## src/include/charge_time_pkg.sv

```systemverilog
package charge_time_pkg;
	// register byte addresses on the APB bus
	localparam logic [11:0] ADDR_CONTROL      = 12'h000;
	localparam logic [11:0] ADDR_EDGE_CONTROL = 12'h004;
	localparam logic [11:0] ADDR_CURRENT      = 12'h008;

	// control register fields
	localparam int CTL_UNIT_ENABLE   = 15;
	localparam int CTL_EDGE_GATE     = 11;
	localparam int CTL_ORDER_ENFORCE = 10;
	localparam int CTL_TRIGGER_EN    = 8;
	localparam logic [15:0] CTL_MASK = 16'h8D00;

	// edge control fields
	localparam int EC_CH1_SAMPLING = 15;
	localparam int EC_CH1_POLARITY = 14;
	localparam int EC_CH1_SRC_HI   = 13;
	localparam int EC_CH1_SRC_LO   = 10;
	localparam int EC_CH2_FLAG     = 9;
	localparam int EC_CH1_FLAG     = 8;
	localparam int EC_CH2_SAMPLING = 7;
	localparam int EC_CH2_POLARITY = 6;
	localparam int EC_CH2_SRC_HI   = 5;
	localparam int EC_CH2_SRC_LO   = 2;
	localparam logic [15:0] EC_MASK = 16'hFFFC;

	// current source fields
	localparam int CS_TRIM_HI  = 15;
	localparam int CS_TRIM_LO  = 10;
	localparam int CS_RANGE_HI = 9;
	localparam int CS_RANGE_LO = 8;
	localparam logic [15:0] CS_MASK = 16'hFF00;

	localparam logic [15:0] RESET_VALUE = 16'h0000;

	// source selector codes
	localparam logic [3:0] SRC_CH1_TIMER   = 4'h0;
	localparam logic [3:0] SRC_CH1_COMPARE = 4'h1;
	localparam logic [3:0] SRC_CH1_PIN_B   = 4'h2;
	localparam logic [3:0] SRC_CH1_PIN_A   = 4'h3;
	localparam logic [3:0] SRC_CH2_CAPTURE = 4'h0;
	localparam logic [3:0] SRC_CH2_COMPAR2 = 4'h1;
	localparam logic [3:0] SRC_CH2_PIN_A   = 4'h2;
	localparam logic [3:0] SRC_CH2_PIN_B   = 4'h3;

	// current range codes
	localparam logic [1:0] RANGE_RESERVED = 2'h0;
	localparam logic [1:0] RANGE_BASE     = 2'h1;
	localparam logic [1:0] RANGE_TEN      = 2'h2;
	localparam logic [1:0] RANGE_HUNDRED  = 2'h3;
endpackage

```

## src/core/charge_time_edge_control.sv

```systemverilog
// Notes on behaviour
// - channel one sampling bit: edge or level
// - channel one polarity bit: rising or falling
// - channel one source selector codes
// - channel two flag set by event, writable
// - channel one flag set by event, writable
// - channel two sampling bit: edge or level
// - channel two polarity bit: rising or falling
// - channel two source selector codes
// - two lowest edge bits read zero
// - six-bit signed trim in two percent steps
// - range codes: base, ten, hundred times
// - unit runs only while enabled
// - edge gate blocks events when clear
// - order enforce: channel one before two
// - trigger output only while enabled
//
// Design decisions made here: the register offsets and the APB slave port.
`timescale 1ns/10ps
`default_nettype none
module charge_time_edge_control
	import charge_time_pkg::*;
(
	// clock and reset
	input  wire logic        clk,
	input  wire logic        rst,
	// apb slave
	input  wire logic        psel,
	input  wire logic        penable,
	input  wire logic        pwrite,
	input  wire logic [11:0] paddr,
	input  wire logic [31:0] pwdata,
	output logic             pready,
	output logic [31:0]      prdata,
	output logic             pslverr,
	// edge sources
	input  wire logic        timerOut,
	input  wire logic        compareOutputOne,
	input  wire logic        captureInputOne,
	input  wire logic        comparatorTwo,
	input  wire logic        externalEdgePinA,
	input  wire logic        externalEdgePinB,
	// analog side
	output logic             currentSourceOn,
	output logic [5:0]       currentTrim,
	output logic [1:0]       currentRange,
	output logic             triggerOut
);
	import charge_time_pkg::*;

	logic [15:0] ctl_q, ctl_d;
	logic [15:0] edge_q, edge_d;
	logic [15:0] cur_q, cur_d;
	logic [1:0]  prevIn_q, prevIn_d;
	logic [31:0] prdata_q, prdata_d;
	logic        pslverr_q, pslverr_d;
	logic        pready_q, pready_d;
	logic        srcOn_q, srcOn_d;
	logic        trig_q, trig_d;

	logic [1:0] rawIn;
	logic [1:0] hit;
	logic       access, done;

	// channel one source mux
	// channel one selection
	function automatic logic selectOne(input logic [3:0] code,
		input logic tmr, input logic cmp, input logic pa, input logic pb);
		logic v;
		v = 1'b0;
		unique case (code)
			SRC_CH1_TIMER:   v = tmr;
			SRC_CH1_COMPARE: v = cmp;
			SRC_CH1_PIN_B:   v = pb;
			SRC_CH1_PIN_A:   v = pa;
			default:         v = 1'b0;
		endcase
		return v;
	endfunction

	function automatic logic selectTwo(input logic [3:0] code,
		input logic cap, input logic cmp, input logic pa, input logic pb);
		logic v;
		v = 1'b0;
		unique case (code)
			SRC_CH2_CAPTURE: v = cap;
			SRC_CH2_COMPAR2: v = cmp;
			SRC_CH2_PIN_A:   v = pa;
			SRC_CH2_PIN_B:   v = pb;
			default:         v = 1'b0;
		endcase
		return v;
	endfunction

	// edge or level detect with polarity
	function automatic logic detect(input logic now, input logic prev,
		input logic edgeMode, input logic rising);
		logic act, pact;
		act = rising ? now : ~now;
		pact = rising ? prev : ~prev;
		return edgeMode ? (act & ~pact) : act;
	endfunction

	assign access = psel & penable & ~pready_q;
	// writes land at the edge where the master sees pready high
	assign done = psel & penable & pready_q;

	always_comb
	begin
		rawIn[0] = selectOne(edge_q[EC_CH1_SRC_HI:EC_CH1_SRC_LO], timerOut,
			compareOutputOne, externalEdgePinA, externalEdgePinB);
		rawIn[1] = selectTwo(edge_q[EC_CH2_SRC_HI:EC_CH2_SRC_LO],
			captureInputOne, comparatorTwo, externalEdgePinA,
			externalEdgePinB);
		hit[0] = detect(rawIn[0], prevIn_q[0], edge_q[EC_CH1_SAMPLING],
			edge_q[EC_CH1_POLARITY]);
		hit[1] = detect(rawIn[1], prevIn_q[1], edge_q[EC_CH2_SAMPLING],
			edge_q[EC_CH2_POLARITY]);
		if (!ctl_q[CTL_UNIT_ENABLE] || !ctl_q[CTL_EDGE_GATE])
		begin
			hit = 2'b00;
		end
		// channel two waits for channel one
		if (ctl_q[CTL_ORDER_ENFORCE] && !edge_q[EC_CH1_FLAG] && !hit[0])
		begin
			hit[1] = 1'b0;
		end
	end

	always_comb
	begin
		ctl_d = ctl_q;
		edge_d = edge_q;
		cur_d = cur_q;
		prdata_d = prdata_q;
		pslverr_d = 1'b0;
		pready_d = access;
		prevIn_d = rawIn;
		if (done && pwrite)
		begin
			unique case (paddr)
				ADDR_CONTROL:      ctl_d = pwdata[15:0] & CTL_MASK;
				ADDR_EDGE_CONTROL: edge_d = pwdata[15:0] & EC_MASK;
				// trim and range stored as written
				ADDR_CURRENT:      cur_d = pwdata[15:0] & CS_MASK;
				default:           cur_d = cur_q;
			endcase
		end
		if (access && pwrite)
		begin
			pslverr_d = (paddr != ADDR_CONTROL)
				&& (paddr != ADDR_EDGE_CONTROL)
				&& (paddr != ADDR_CURRENT);
		end
		else if (access)
		begin
			unique case (paddr)
				ADDR_CONTROL:      prdata_d = {16'h0000, ctl_q};
				ADDR_EDGE_CONTROL: prdata_d = {16'h0000, edge_q};
				ADDR_CURRENT:      prdata_d = {16'h0000, cur_q};
				default:
				begin
					prdata_d = 32'h0000_0000;
					pslverr_d = 1'b1;
				end
			endcase
		end
		// event sets flag, wins over write
		if (hit[0])
		begin
			edge_d[EC_CH1_FLAG] = 1'b1;
		end
		if (hit[1])
		begin
			edge_d[EC_CH2_FLAG] = 1'b1;
		end
		srcOn_d = ctl_q[CTL_UNIT_ENABLE]
			& (edge_q[EC_CH1_FLAG] ^ edge_q[EC_CH2_FLAG]);
		trig_d = ctl_q[CTL_UNIT_ENABLE] & ctl_q[CTL_TRIGGER_EN]
			& edge_q[EC_CH2_FLAG];
	end

	always_ff @(posedge clk or posedge rst)
	begin
		if (rst)
		begin
			ctl_q <= RESET_VALUE;
			edge_q <= RESET_VALUE;
			cur_q <= RESET_VALUE;
			prevIn_q <= 2'h0;
			prdata_q <= 32'h0000_0000;
			pslverr_q <= 1'b0;
			pready_q <= 1'b0;
			srcOn_q <= 1'b0;
			trig_q <= 1'b0;
		end
		else
		begin
			ctl_q <= ctl_d;
			edge_q <= edge_d;
			cur_q <= cur_d;
			prevIn_q <= prevIn_d;
			prdata_q <= prdata_d;
			pslverr_q <= pslverr_d;
			pready_q <= pready_d;
			srcOn_q <= srcOn_d;
			trig_q <= trig_d;
		end
	end

	assign pready = pready_q;
	assign prdata = prdata_q;
	assign pslverr = pslverr_q;
	assign currentSourceOn = srcOn_q;
	assign currentTrim = cur_q[CS_TRIM_HI:CS_TRIM_LO];
	assign currentRange = cur_q[CS_RANGE_HI:CS_RANGE_LO];
	assign triggerOut = trig_q;
endmodule
`default_nettype wire

```

## config.mk

```make
export PLATFORM = sky130hd
export DESIGN_NAME = charge_time_edge_control
export DESIGN_NICKNAME = d
export VERILOG_FILES = /design/src/include/charge_time_pkg.sv /design/src/core/charge_time_edge_control.sv
export SDC_FILE = /design/constraint.sdc
export NUM_CORES = 1
export LEC_CHECK = 0
export BUFFER_PORTS_ARGS = -buffer_cell sky130_fd_sc_hd__buf_2
export CORE_MARGIN = 8
export CORE_UTILIZATION = 35
export CTS_CLUSTER_SIZE = 30
export DETAILED_ROUTE_END_ITERATION = 8
export GPL_TIMING_DRIVEN = 0
export HOLD_SLACK_MARGIN = 0.15
export PLACE_DENSITY = 0.61
export SETUP_SLACK_MARGIN = 0.1
export SLEW_MARGIN = 20
export SYNTH_ARGS = -nofsm -noshare
export SYNTH_HDL_FRONTEND = slang
export SYNTH_SLANG_ARGS = --single-unit
```

## constraint.sdc

```tcl
create_clock -name clk -period 2.32 [get_ports clk]
set_input_delay 0.348 -clock clk [delete_from_list [all_inputs] [get_ports clk]]
set_output_delay 0.348 -clock clk [all_outputs]
set_load 0.005 [all_outputs]
```

==> results summary, run 1 <==
The run finished with clean final reports. The total leakage power is 1.52 nW. The layout-stage area growth over the synthesis result is 26.6%. The number of H-tree branching levels came out at 2. The largest fanout of any net on the critical path came out at 10. The tool flagged a number of max-cap violations equal to 0.

The arrival time reported for the critical path endpoint is 1.90 ns. The largest net degree at the start of global routing came out at 25. The total power divided by cell area came out at 506 nW/um^2.

The largest single stage delay on the critical path is 0.37 ns. The setup path with the least slack is of type reg2reg. After clock tree synthesis, the clock-pin slew on the worst setup and hold paths is 0.08 ns. The overall die area is 9200 um^2. Headroom to the max-slew limit came out at 64.0%. The HPWL reported at the end of detailed placement is 4180 um. The post-synthesis sequential area ratio is 51.5%. The number of fill cells is 604. Leaving out fill and tap cells, the most frequent cells in the layout are 62 x sky130_fd_sc_hd__buf_2, 46 x sky130_fd_sc_hd__dfrtp_1, 20 x sky130_fd_sc_hd__buf_4, 20 x sky130_fd_sc_hd__mux2_2, 18 x sky130_fd_sc_hd__conb_1.

The worst setup path is captured at a register. The total length of routed wires is 5180 um. The worst-case vdd ir drop came out at 0.211 mV. The worst min-delay path class is in2reg. The library cell used most frequently in the layout, excluding fill and tap cells, is sky130_fd_sc_hd__buf_2. The actual transition at the worst max-transition pin came out at 0.540 ns.

The global routing stage identified its most utilized layer as met2. During synthesis, Yosys emitted a total of 0 warnings. With fillers left out, the area of the finished cells amounts to 2830 um^2. The signal on the critical path passes through and4_1 > nand4_2 > nor2_1 > buf_4 > mux2_2. The final hold violation count came out at 0. The detailed router placed 1575 vias in this run. The first-pass iteration count of the detailed router came out at 4. Static timing analysis puts the maximum clock frequency at 582 MHz. The number of distinct standard cells referenced by the synthesized netlist came out at 37. The count of boundary I/O pins came out at 99.

The count of clock tree sinks is 46. The last weighted congestion value of the routability-driven placer is 0.839. The diode insertion count for antenna repair came out at 0. The required time at the endpoint of the critical path is 2.50 ns. The fraction of met2 tracks used by global routing is 19.0%.

After layout, the minimum clock period comes to 1.72 ns. Among all stages on the critical path, the largest delay is contributed by sky130_fd_sc_hd__dfrtp_1. The die is 95.9 um wide.

Once detail routing completed, the nets flagged for antenna violations numbered 0. The standard cell area after detailed placement came out at 2730 um^2. The worst setup skew after layout came out at 0.00656 ns. The final setup TNS came out at 0 ns. In this run the clock root is driven by a sky130_fd_sc_hd__clkbuf_8.

The buffer levels on the longest clock path is 2. Input and output buffers added on the ports amount to 61. The worst setup path is launched from a register.

The wire length per cell is 15.1 um. The floorplan has 29 rows. The final-report setup violation count is 0. The met3 track demand over resource in global routing is 3.20%. The global-route congestion overflow total came out at 0. The per-cell via count in the routed design came out at 4.58. The final cell count without fillers came out at 344. The quantity of gates resized following cts is 0. Setup repair after global routing left no endpoint under its margin. The vertical extent of the die is 95.9 um. The multi-input combinational cells in the finished layout cover a total of 970 um^2. The insertion delay of the later-clocked pin in the worst-skew pair is 0.30 ns. The via count of the first global-routing pass came to 1605.

Once placement completed, the tool counted placed cells totaling 335. Among cell families on the critical path, the largest total delay comes from simple AND/OR/NAND/NOR gates. The number of buffers and inverters on the critical path came out at 1. The combined flip-flop and latch cell area is 1150 um^2.

The average instance area after synthesis is 12.5 um^2. The DRC marker count from the first detailed-route iteration came out at 67. Buffers added to address setup during post-CTS repair amount to 0. The fraction of layout instances using a drive strength above 1 is 46.8%. The initial cell density of the core is 35.6%. The number of antenna violations at the first check in global routing is 0. For this run, global-route usage on met1 was measured as 14.6%. The overall power is 1.43 mW. For this run, the post-layout net count is 321. The global router's overall resource usage came out at 11.7%. The max-slew violation count came to 0.

The cell count after synthesis came out at 179. The first-pass GRT wire length is 8200 um. Buffers inserted to repair hold after CTS numbered 1.

The floorplan core area came out at 6280 um^2. The number of buffers added by the clock tree synthesis step is 5. The synthesized design contains 46 register bits. The post-route DRC violation count came out at 0. The netlist area before placement came out at 2230 um^2. The utilization after layout came out at 45.1%. The final critical-path share of the clock period is 74.1%.

TritonCTS built the clock tree.
[cell families (layout without fill, tap and decap cells)]
kind of cell / count (synthesis) / in the layout / share of synthesized area (%)
flops: 46 / 46 / 51.5
simple gates: 37 / 37 / 11.4
buf+inv: 27 / 98 / 7.95
other cells: 1 / 18 / 0.168
mux: 33 / 33 / 16.8
compound gates: 34 / 34 / 11.8
xor+xnor: 1 / 1 / 0.392
[registers in the layout, indices dropped and copies added, names as in the netlist]
signal           flops
ctl_q                4
cur_q                8
currentSourceOn      1
edge_q              14
prdata              14
pready               1
prevIn_q             2
pslverr              1
triggerOut           1
[metal layers]
metal  vias to the layer above  wire, um
li1                        790         -
met1                       732      2160
met2                        48      2540
met3                         5       404
met4                         0        70
met5                         -         0
[power breakdown]
group	internal (mW)	total [mW]	switching, mW	leakage [nW]
logic	0.0598	0.124	0.0641	0.839
clock network	0.240	0.500	0.259	0.0482
registers	0.805	0.807	0.00190	0.637
total	1.11	1.43	0.325	1.52
[path summary, 6_finish.rpt]
check	from	endpoint	cells past startpoint	slack [ns]
hold reg to reg	pready$_DFF_PP0_	pready$_DFF_PP0_	1	0.46
setup / recovery	pready$_DFF_PP0_	edge_q[11]$_DFFE_PP0P_	5	0.60
hold / removal	pwdata[4]	edge_q[4]$_DFFE_PP0P_	2	0.28
setup reg to reg	pready$_DFF_PP0_	edge_q[11]$_DFFE_PP0P_	5	0.60
min in group asynchronous	rst	prdata[5]$_DFFE_PP0P_	3	0.65
max in group asynchronous	rst	ctl_q[11]$_DFFE_PP0P_	4	1.17
[cell type report]
type | instances | share of cell area, %
flip-flops and latches | 46 | 40.7
multi-input cells | 123 | 34.3
plain buffers | 24 | 5.88
inverters | 3 | 0.398
repair buffers | 63 | 12.1
clock inverters | 1 | 0.177
clock buffers | 7 | 3.05
well taps | 77 | 3.41
[worst register-to-register path: stages (launching register included)]
cell	delay [ns]
sky130_fd_sc_hd__dfrtp_1	0.37
sky130_fd_sc_hd__and4_1	0.23
sky130_fd_sc_hd__nand4_2	0.16
sky130_fd_sc_hd__nor2_1	0.26
sky130_fd_sc_hd__buf_4	0.24
sky130_fd_sc_hd__mux2_2	0.34
[through the flow]
step | hold WS (ns) | worst slack (ns)
finish | 0.278 | 0.601
CTS | 0.272 | 0.562
floorplan | 0.460 | 0.647
detailed placement | 0.423 | 0.304
global route | 0.275 | 0.452
global placement | 0.456 | 0.278
[Yosys cell counts, drive strengths merged]
cell type | count | area share [%]
nor2b | 2 | 0.56
nor2 | 4 | 0.67
and3 | 1 | 0.28
a22oi | 1 | 0.34
o21ai | 7 | 1.6
nand2b | 3 | 0.84
and4 | 2 | 0.84
buf | 21 | 6.9
mux2 | 24 | 13
xor2 | 1 | 0.39
nand4 | 2 | 0.84
a221oi | 1 | 0.39
o22ai | 2 | 0.84
o211ai | 1 | 0.34
nand3 | 3 | 0.67
a22o | 17 | 6.7
or3b | 2 | 0.78
inv | 3 | 0.50
or3 | 4 | 1.3
nor3 | 1 | 0.45
nor4 | 2 | 1.9
o311ai | 1 | 0.39
conb | 1 | 0.17
a21boi | 1 | 0.34
o221a | 1 | 0.50
clkbuf | 3 | 0.50
dfrtp | 46 | 52
and2 | 3 | 0.84
nand2 | 8 | 1.3
mux2i | 9 | 4.0
a21oi | 2 | 0.45
Note: power is estimated with default switching activity, not from simulation.
==> inputs of run 2 (changes only) <==
--- a/config.mk
+++ b/config.mk
@@ -12,7 +12,7 @@
 export DETAILED_ROUTE_END_ITERATION = 8
 export GPL_TIMING_DRIVEN = 0
 export HOLD_SLACK_MARGIN = 0.15
-export PLACE_DENSITY = 0.61
+export PLACE_DENSITY = 0.64
 export SETUP_SLACK_MARGIN = 0.1
 export SLEW_MARGIN = 20
 export SYNTH_ARGS = -nofsm -noshare
==> constraint.sdc (replaced) <==
create_clock -name clk -period 1.49 [get_ports clk]
set_input_delay 0.2235 -clock clk [delete_from_list [all_inputs] [get_ports clk]]
set_output_delay 0.2235 -clock clk [all_outputs]
set_load 0.005 [all_outputs]
==> run 2 against run 1 <==
  * Critical path type unchanged
  * Cell count is 2.9% higher
  * The flow now finishes with violations (negative setup slack)
  * Wire length grew 5.5%
  * Via count rose by 5.7%
  * Final area increased by 6.5%
  * Sequential share of layout area decreased by 2.5 points
  * Largest cell class unchanged
==> results summary, run 2 (synthesis gave the netlist of run 1 again) <==
The number of buffers added by the clock tree synthesis step is 5 (unchanged). Crit-path cells: and4_4 > and4_2 > and2_1 > buf_6 > mux2_2 (was and4_1 > nand4_2 > nor2_1 > buf_4 > mux2_2). The wire length per cell is 15.4 um (was 15.1 um).

The nature of the critical path endpoint is a register (unchanged). The total leakage power is 1.61 nW (was 1.52 nW). The number of nets in the layout came out at 331 (was 321).

The layout-stage area growth over the synthesis result came to 34.9% (was 26.6%). The hold path depth is 2 (unchanged). The floorplan core area came out at 6280 um^2 (unchanged).

The per-cell via count in the routed design was 4.70 (was 4.58). The number of antenna violations at the first check in global routing came out at 0 (unchanged). The insertion delay of the later-clocked pin in the worst-skew pair came out at 0.30 ns (about the same). The cell at the slowest stage of the critical path is sky130_fd_sc_hd__dfrtp_1 (unchanged). The HPWL reported at the end of detailed placement was 4250 um (was 4180 um). The register-to-register setup slack is -0.15 ns (was 0.60 ns). The first-pass GRT wire length is 8350 um (was 8200 um). The checks that failed: negative setup slack. The final worst slack was -0.147 ns (was 0.601 ns). The overall die area is 9200 um^2 (unchanged). The first-pass iteration count of the detailed router is 4 (unchanged). The last weighted congestion value of the routability-driven placer came out at 0.775 (was 0.839). The total power divided by cell area came out at 747 nW/um^2 (was 506 nW/um^2). The max-cap violation count came out at 0 (unchanged). The total length of routed wires is 5460 um (was 5180 um). The type of the worst setup path was reg2reg (unchanged). The kind of launch point of the worst setup path is a register (unchanged). The worst reg2reg path depth is 5 (unchanged). RSZ-0062 raised after global routing: true (was false). The worst setup skew after layout is 0.00765 ns (was 0.00656 ns). The remaining antenna violation count after routing is 0 (unchanged). The arrival time reported for the critical path endpoint came to 1.83 ns (was 1.90 ns). The initial cell density of the core came out at 35.6% (unchanged).

The fraction of layout instances using a drive strength above 1 came out at 50.2% (was 46.8%). The worst-case vdd ir drop came out at 0.405 mV (was 0.211 mV). The most common cell after layout, fill and taps aside is sky130_fd_sc_hd__buf_2 (unchanged). The final critical-path share of the clock period is 110% (was 74.1%). The worst min-delay path startpoint is pwdata[4] (unchanged). The critical path's largest stage delay is 0.38 ns (was 0.37 ns).

The end point of the most critical hold path is edge_q[4]$_DFFE_PP0P_ (unchanged). The final setup TNS is -2.57 ns (was 0 ns). The DRC marker count from the first detailed-route iteration came out at 131 (was 67).

The largest fanout of any net on the critical path came out at 8 (was 10). The worst min-delay path class was in2reg (unchanged). The instance count after placement with tap cells included came to 335 (unchanged). The buffer levels on the longest clock path is 2 (unchanged). The vertical extent of the die was 95.9 um (unchanged). Commonest non-fill, non-tap cells in the layout: 62 x sky130_fd_sc_hd__buf_2, 46 x sky130_fd_sc_hd__dfrtp_1, 21 x sky130_fd_sc_hd__buf_4 (was 62 x sky130_fd_sc_hd__buf_2, 46 x sky130_fd_sc_hd__dfrtp_1, 20 x sky130_fd_sc_hd__buf_4, 20 x sky130_fd_sc_hd__mux2_2, 18 x sky130_fd_sc_hd__conb_1). The total vias in the final route came out at 1665 (was 1575).

The CTS tree is done (unchanged). The diode insertion count for antenna repair is 0 (unchanged). Status: finished, violations left (was finished clean). The required time at the endpoint of the critical path came to 1.68 ns (was 2.50 ns). The clock root buffer is sky130_fd_sc_hd__clkbuf_8 (unchanged). The post-route DRC violation count came to 0 (unchanged). The shortest period the worst path allows is 1.64 ns (was 1.72 ns). The final-report setup violation count is 25 (was 0). The endpoint of the lowest-slack register-to-register path is cur_q[9]$_DFFE_PP0P_ (was edge_q[11]$_DFFE_PP0P_). The number of rows created at floorplan came to 29 (unchanged). The via count of the first global-routing pass came to 1671 (was 1605). The achievable clock frequency came out at 611 MHz (was 582 MHz). The global router's overall resource usage came out at 11.8% (was 11.7%).

The clock-pin transition on the worst setup and hold timing paths is 0.09 ns (was 0.08 ns). The max-slew violation count came out at 0 (unchanged). The count of clock tree sinks is 46 (unchanged). The global-route congestion overflow total came out at 0 (unchanged). The final cell count without fillers is 354 (was 344). The origin of the critical flop-to-flop path was pready$_DFF_PP0_ (unchanged). The largest net degree at the start of global routing came out at 33 (was 25). The number of input and output port buffers inserted is 61 (unchanged). The count of boundary I/O pins is 99 (unchanged).

The final hold violation count is 0 (unchanged). The number of H-tree branching levels is 2 (unchanged). The width of the die came out at 95.9 um (unchanged).
==> run 2: cell count changes in the layout (fill, tap and decap cells not counted), moves of 2 or more <==
cell / delta
sky130_fd_sc_hd__buf_6: +3
sky130_fd_sc_hd__dlygate4sd3_1: +5
sky130_fd_sc_hd__clkbuf_1: -3
sky130_fd_sc_hd__nor2_4: +2
sky130_fd_sc_hd__nor2_1: -2
==> run 2: what timing repair did <==
action	4_1_cts	5_1_grt
gates resized for setup	9	1
hold buffers	5	1
cloned	1	0
endpoints found under the hold margin	18	1
setup buffers	3	1
pin swaps	15	2
setup endpoints to repair	40	40
==> run 2: critical path: cells and delay by family, from the launching register on <==
family | cells | cell delay, ns
flops | 1 | 0.38
simple gates | 3 | 0.65
buf+inv | 1 | 0.15
mux | 1 | 0.35
==> run 2: layer usage <==
metal / global-route usage (%) / part of all wire, % / up-vias
li1: - / - / 806
met5: 0 / 0 / -
met3: 2.73 / 6.8 / 4
met1: 14.7 / 42 / 809
met4: 4.23 / 1.0 / 0
met2: 19.5 / 50 / 46
==> run 2: worst max-delay path by stage <==
stage / startpoint / endpoint / slack (ns) / cells after the start
after CTS: pready$_DFF_PP0_ / ctl_q[8]$_DFFE_PP0P_ / -0.14 / 4
after detailed placement: paddr[9] / cur_q[9]$_DFFE_PP0P_ / -0.32 / 6
after floorplan: paddr[1] / cur_q[10]$_DFFE_PP0P_ / -0.04 / 5
after global routing: pready$_DFF_PP0_ / ctl_q[15]$_DFFE_PP0P_ / -0.21 / 4
after global placement: rst / cur_q[15]$_DFFE_PP0P_ / -0.39 / 2
final: pready$_DFF_PP0_ / cur_q[9]$_DFFE_PP0P_ / -0.15 / 5
==> run 2: cell type report <==
| type | instances | area [um^2] |
|---|---|---|
| clock buffers | 5 | 68.8 |
| inverters | 3 | 11.3 |
| repair buffers | 73 | 433 |
| clock inverters | 3 | 25.0 |
| multi-input cells | 123 | 1020 |
| plain buffers | 24 | 206 |
| fillers | 593 | 3260 |
| flip-flops and latches | 46 | 1150 |
| well taps | 77 | 96.3 |
==> run 2: stage by stage <==
step / utilization, % / setup slack [ns] / instance area (um^2) / hold WS (ns) / total power [mW]
4_1_cts: 47.7 / -0.142 / 3000 / 0.154 / 2.28
3_3_place_gp: 43.8 / -0.393 / 2750 / 0.455 / 1.47
6_report: 48.0 / -0.147 / 3010 / 0.166 / 2.25
5_1_grt: 48.0 / -0.214 / 3010 / 0.156 / 2.36
3_5_place_dp: 44.1 / -0.321 / 2770 / 0.199 / 1.48
2_1_floorplan: - / -0.0375 / 2340 / 0.354 / 1.39
==> run 2: power by group <==
group | switching [mW] | internal (mW) | total [mW]
combinational | 0.109 | 0.113 | 0.222
clock | 0.436 | 0.339 | 0.775
sequential | 0.00285 | 1.25 | 1.26
==> inputs of run 3 (changes only) <==
--- a/config.mk
+++ b/config.mk
@@ -6,6 +6,7 @@
 export NUM_CORES = 1
 export LEC_CHECK = 0
 export BUFFER_PORTS_ARGS = -buffer_cell sky130_fd_sc_hd__buf_2
+export CORE_ASPECT_RATIO = 0.9
 export CORE_MARGIN = 8
 export CORE_UTILIZATION = 35
 export CTS_CLUSTER_SIZE = 30
@@ -13,7 +14,6 @@
 export GPL_TIMING_DRIVEN = 0
 export HOLD_SLACK_MARGIN = 0.15
 export PLACE_DENSITY = 0.64
-export SETUP_SLACK_MARGIN = 0.1
 export SLEW_MARGIN = 20
 export SYNTH_ARGS = -nofsm -noshare
 export SYNTH_HDL_FRONTEND = slang
==> run 3 against run 2 <==
  * Sequential power barely moved
  * Wire length rose by 1.5%
  * Cell count rose by 2.8%
  * Clock power rose by 17%
  * Register-to-register slack improved by 0.03 ns
  * Final area rose by 3.4%
  * Sequential share of layout area fell by 1.3 points
  * Die area barely moved
  * Largest power group unchanged
  * The flow still finishes with violations (negative setup slack)
  * Hold slack got worse by 0.0096 ns
==> results summary, run 3 (synthesis gave the netlist of run 1 again) <==
The number of input and output port buffers inserted came out at 61 (unchanged). The worst reg2reg path depth is 4 (was 5). The total power divided by cell area came out at 761 nW/um^2 (was 747 nW/um^2). Status: finished, violations left (unchanged). The post-route DRC violation count is 0 (unchanged). RSZ-0062 raised after global routing: true (unchanged). The final critical-path share of the clock period is 108% (was 110%). The register-to-register setup slack was -0.12 ns (was -0.15 ns).

The clock-pin transition on the worst setup and hold timing paths is 0.09 ns (about the same). The floorplan core area is 6150 um^2 (was 6280 um^2). The count of boundary I/O pins is 99 (unchanged). The max-slew violation count came out at 0 (unchanged). The last weighted congestion value of the routability-driven placer was 0.740 (was 0.775). The worst-case vdd ir drop came out at 0.328 mV (was 0.405 mV).

The type of the worst setup path was reg2reg (unchanged). The cell at the slowest stage of the critical path is sky130_fd_sc_hd__or3_4 (was sky130_fd_sc_hd__dfrtp_1). The number of buffers added by the clock tree synthesis step is 5 (unchanged). The via count of the first global-routing pass came out at 1666 (was 1671). The vertical extent of the die came out at 91.8 um (was 95.9 um).

The worst min-delay path class was in2reg (unchanged). The max-cap violation count is 0 (unchanged). The number of antenna violations at the first check in global routing came to 0 (unchanged). The overall power is 2.37 mW (was 2.25 mW). The DRC marker count from the first detailed-route iteration is 67 (was 131). The overall die area is 9200 um^2 (about the same). The diode insertion count for antenna repair came out at 0 (unchanged). The worst setup skew after layout came out at 0.00777 ns (was 0.00765 ns). The number of nets in the layout came out at 331 (unchanged). The final worst hold slack is 0.156 ns (was 0.166 ns). The total length of routed wires came out at 5550 um (was 5460 um). The clock root buffer is sky130_fd_sc_hd__clkbuf_8 (unchanged). The most common cell after layout, fill and taps aside is sky130_fd_sc_hd__buf_2 (unchanged). The final-report setup violation count is 34 (was 25). The number of H-tree branching levels was 2 (unchanged). The HPWL reported at the end of detailed placement came out at 4190 um (was 4250 um). The origin of the critical flop-to-flop path is pready$_DFF_PP0_ (unchanged). The worst slack at placement is -0.296 ns (was -0.321 ns). The remaining antenna violation count after routing came out at 0 (unchanged). The layout-stage area growth over the synthesis result was 39.5% (was 34.9%).

The count of clock tree sinks was 46 (unchanged). The initial cell density of the core came out at 36.3% (was 35.6%). The fraction of layout instances using a drive strength above 1 came out at 51.6% (was 50.2%). The worst min-delay path startpoint was pwdata[5] (was pwdata[4]).

The wire length per cell is 15.2 um (was 15.4 um). The largest fanout of any net on the critical path is 4 (was 8). The end point of the most critical hold path is edge_q[5]$_DFFE_PP0P_ (was edge_q[4]$_DFFE_PP0P_). The global router's overall resource usage was 11.8% (about the same). The global-route congestion overflow total came out at 0 (unchanged). The endpoint of the lowest-slack register-to-register path is ctl_q[10]$_DFFE_PP0P_ (was cur_q[9]$_DFFE_PP0P_). The first-pass iteration count of the detailed router is 4 (unchanged). The number of buffers and inverters on the critical path came out at 0 (was 1). Commonest non-fill, non-tap cells in the layout: 62 x sky130_fd_sc_hd__buf_2, 46 x sky130_fd_sc_hd__dfrtp_1, 25 x sky130_fd_sc_hd__buf_4 (was 62 x sky130_fd_sc_hd__buf_2, 46 x sky130_fd_sc_hd__dfrtp_1, 21 x sky130_fd_sc_hd__buf_4). The per-cell via count in the routed design came out at 4.53 (was 4.70). The final hold violation count came to 0 (unchanged). The kind of launch point of the worst setup path is a register (unchanged). The number of rows created at floorplan came out at 27 (was 29). The shortest period the worst path allows was 1.61 ns (was 1.64 ns). The insertion delay of the later-clocked pin in the worst-skew pair is 0.30 ns (about the same).

The critical path's largest stage delay is 0.42 ns (was 0.38 ns). The total vias in the final route is 1650 (was 1665). The largest net degree at the start of global routing came out at 32 (was 33). The cell family contributing the most delay on the critical path is simple AND/OR/NAND/NOR gates (unchanged). Failing checks: negative setup slack (unchanged). The logic depth of the worst setup path including buffers came out at 4 (was 5). The required time at the endpoint of the critical path came out at 1.67 ns (was 1.68 ns). The hold path depth was 2 (unchanged). The final worst slack is -0.118 ns (was -0.147 ns).

The buffer levels on the longest clock path was 2 (unchanged). The nature of the critical path endpoint is a register (unchanged). The achievable clock frequency is 622 MHz (was 611 MHz).

The CTS tree was done (unchanged). The first-pass GRT wire length came out at 8670 um (was 8350 um). The width of the die is 100 um (was 95.9 um). The arrival time reported for the critical path endpoint came to 1.79 ns (was 1.83 ns).

Crit-path cells: and4_4 > nand4_4 > or3_4 > mux2_4 (was and4_4 > and4_2 > and2_1 > buf_6 > mux2_2). The total leakage power was 1.64 nW (was 1.61 nW). The number of fill cells is 573 (was 593).
==> run 3: cell types whose count changed in the layout (fill, tap and decap cells not counted), moves of 2 or more <==
cell,before,now
sky130_fd_sc_hd__mux2_2,20,0
sky130_fd_sc_hd__mux2_4,4,24
sky130_fd_sc_hd__buf_4,21,25
sky130_fd_sc_hd__buf_12,1,3
sky130_fd_sc_hd__buf_6,3,1
sky130_fd_sc_hd__clkinv_2,0,2
sky130_fd_sc_hd__dlygate4sd3_1,6,4
==> run 3: layer usage <==
layer	track usage (%)	part of all wire (%)
met5	0	0
met4	3.02	0.72
met3	3.25	4.6
met2	18.0	47
met1	16.0	48
==> run 3: cell type report <==
class / count / area, um^2 / share of cell area, %
repair buffers: 74 / 429 / 13.8
clock buffers: 5 / 68.8 / 2.21
plain buffers: 23 / 191 / 6.14
multi-input cells: 123 / 1120 / 35.8
well taps: 87 / 109 / 3.49
clock inverters: 3 / 40.0 / 1.28
inverters: 3 / 11.3 / 0.361
flip-flops and latches: 46 / 1150 / 36.9
==> run 3: power by group <==
part	total, mW	switching [mW]	leakage [nW]	internal, mW
logic	0.213	0.111	0.941	0.102
registers	1.26	0.00276	0.637	1.25
clock network	0.904	0.410	0.0579	0.494
==> run 3: metrics by stage <==
| step | TNS [ns] | utilization, % | area, um^2 | cells |
|---|---|---|---|---|
| after floorplan | -0.447 | - | 2320 | 196 |
| after global placement | -26.53 | 44.5 | 2740 | 344 |
| after detailed placement | -8.10 | 44.8 | 2760 | 345 |
| after CTS | -1.94 | 49.7 | 3060 | 362 |
| after global routing | -3.60 | 50.7 | 3120 | 364 |
| final | -1.83 | 50.7 | 3120 | 364 |
==> run 3: timing repair <==
item,4_1_cts,5_1_grt
setup buffers,8,0
pin swaps,5,2
endpoints found under the setup margin,38,40
hold buffers,2,2
resized for setup,31,9
hold endpoints to repair,16,2
==> run 3: worst max path at each step <==
stage          slack [ns]                endpoint        startpoint
2_1_floorplan       -0.04   cur_q[10]$_DFFE_PP0P_          paddr[1]
3_3_place_gp        -0.41  edge_q[15]$_DFFE_PP0P_               rst
3_5_place_dp        -0.30    cur_q[8]$_DFFE_PP0P_          paddr[1]
4_1_cts             -0.12   ctl_q[11]$_DFFE_PP0P_  pready$_DFF_PP0_
5_1_grt             -0.17   ctl_q[11]$_DFFE_PP0P_  pready$_DFF_PP0_
6_report            -0.12   ctl_q[10]$_DFFE_PP0P_  pready$_DFF_PP0_
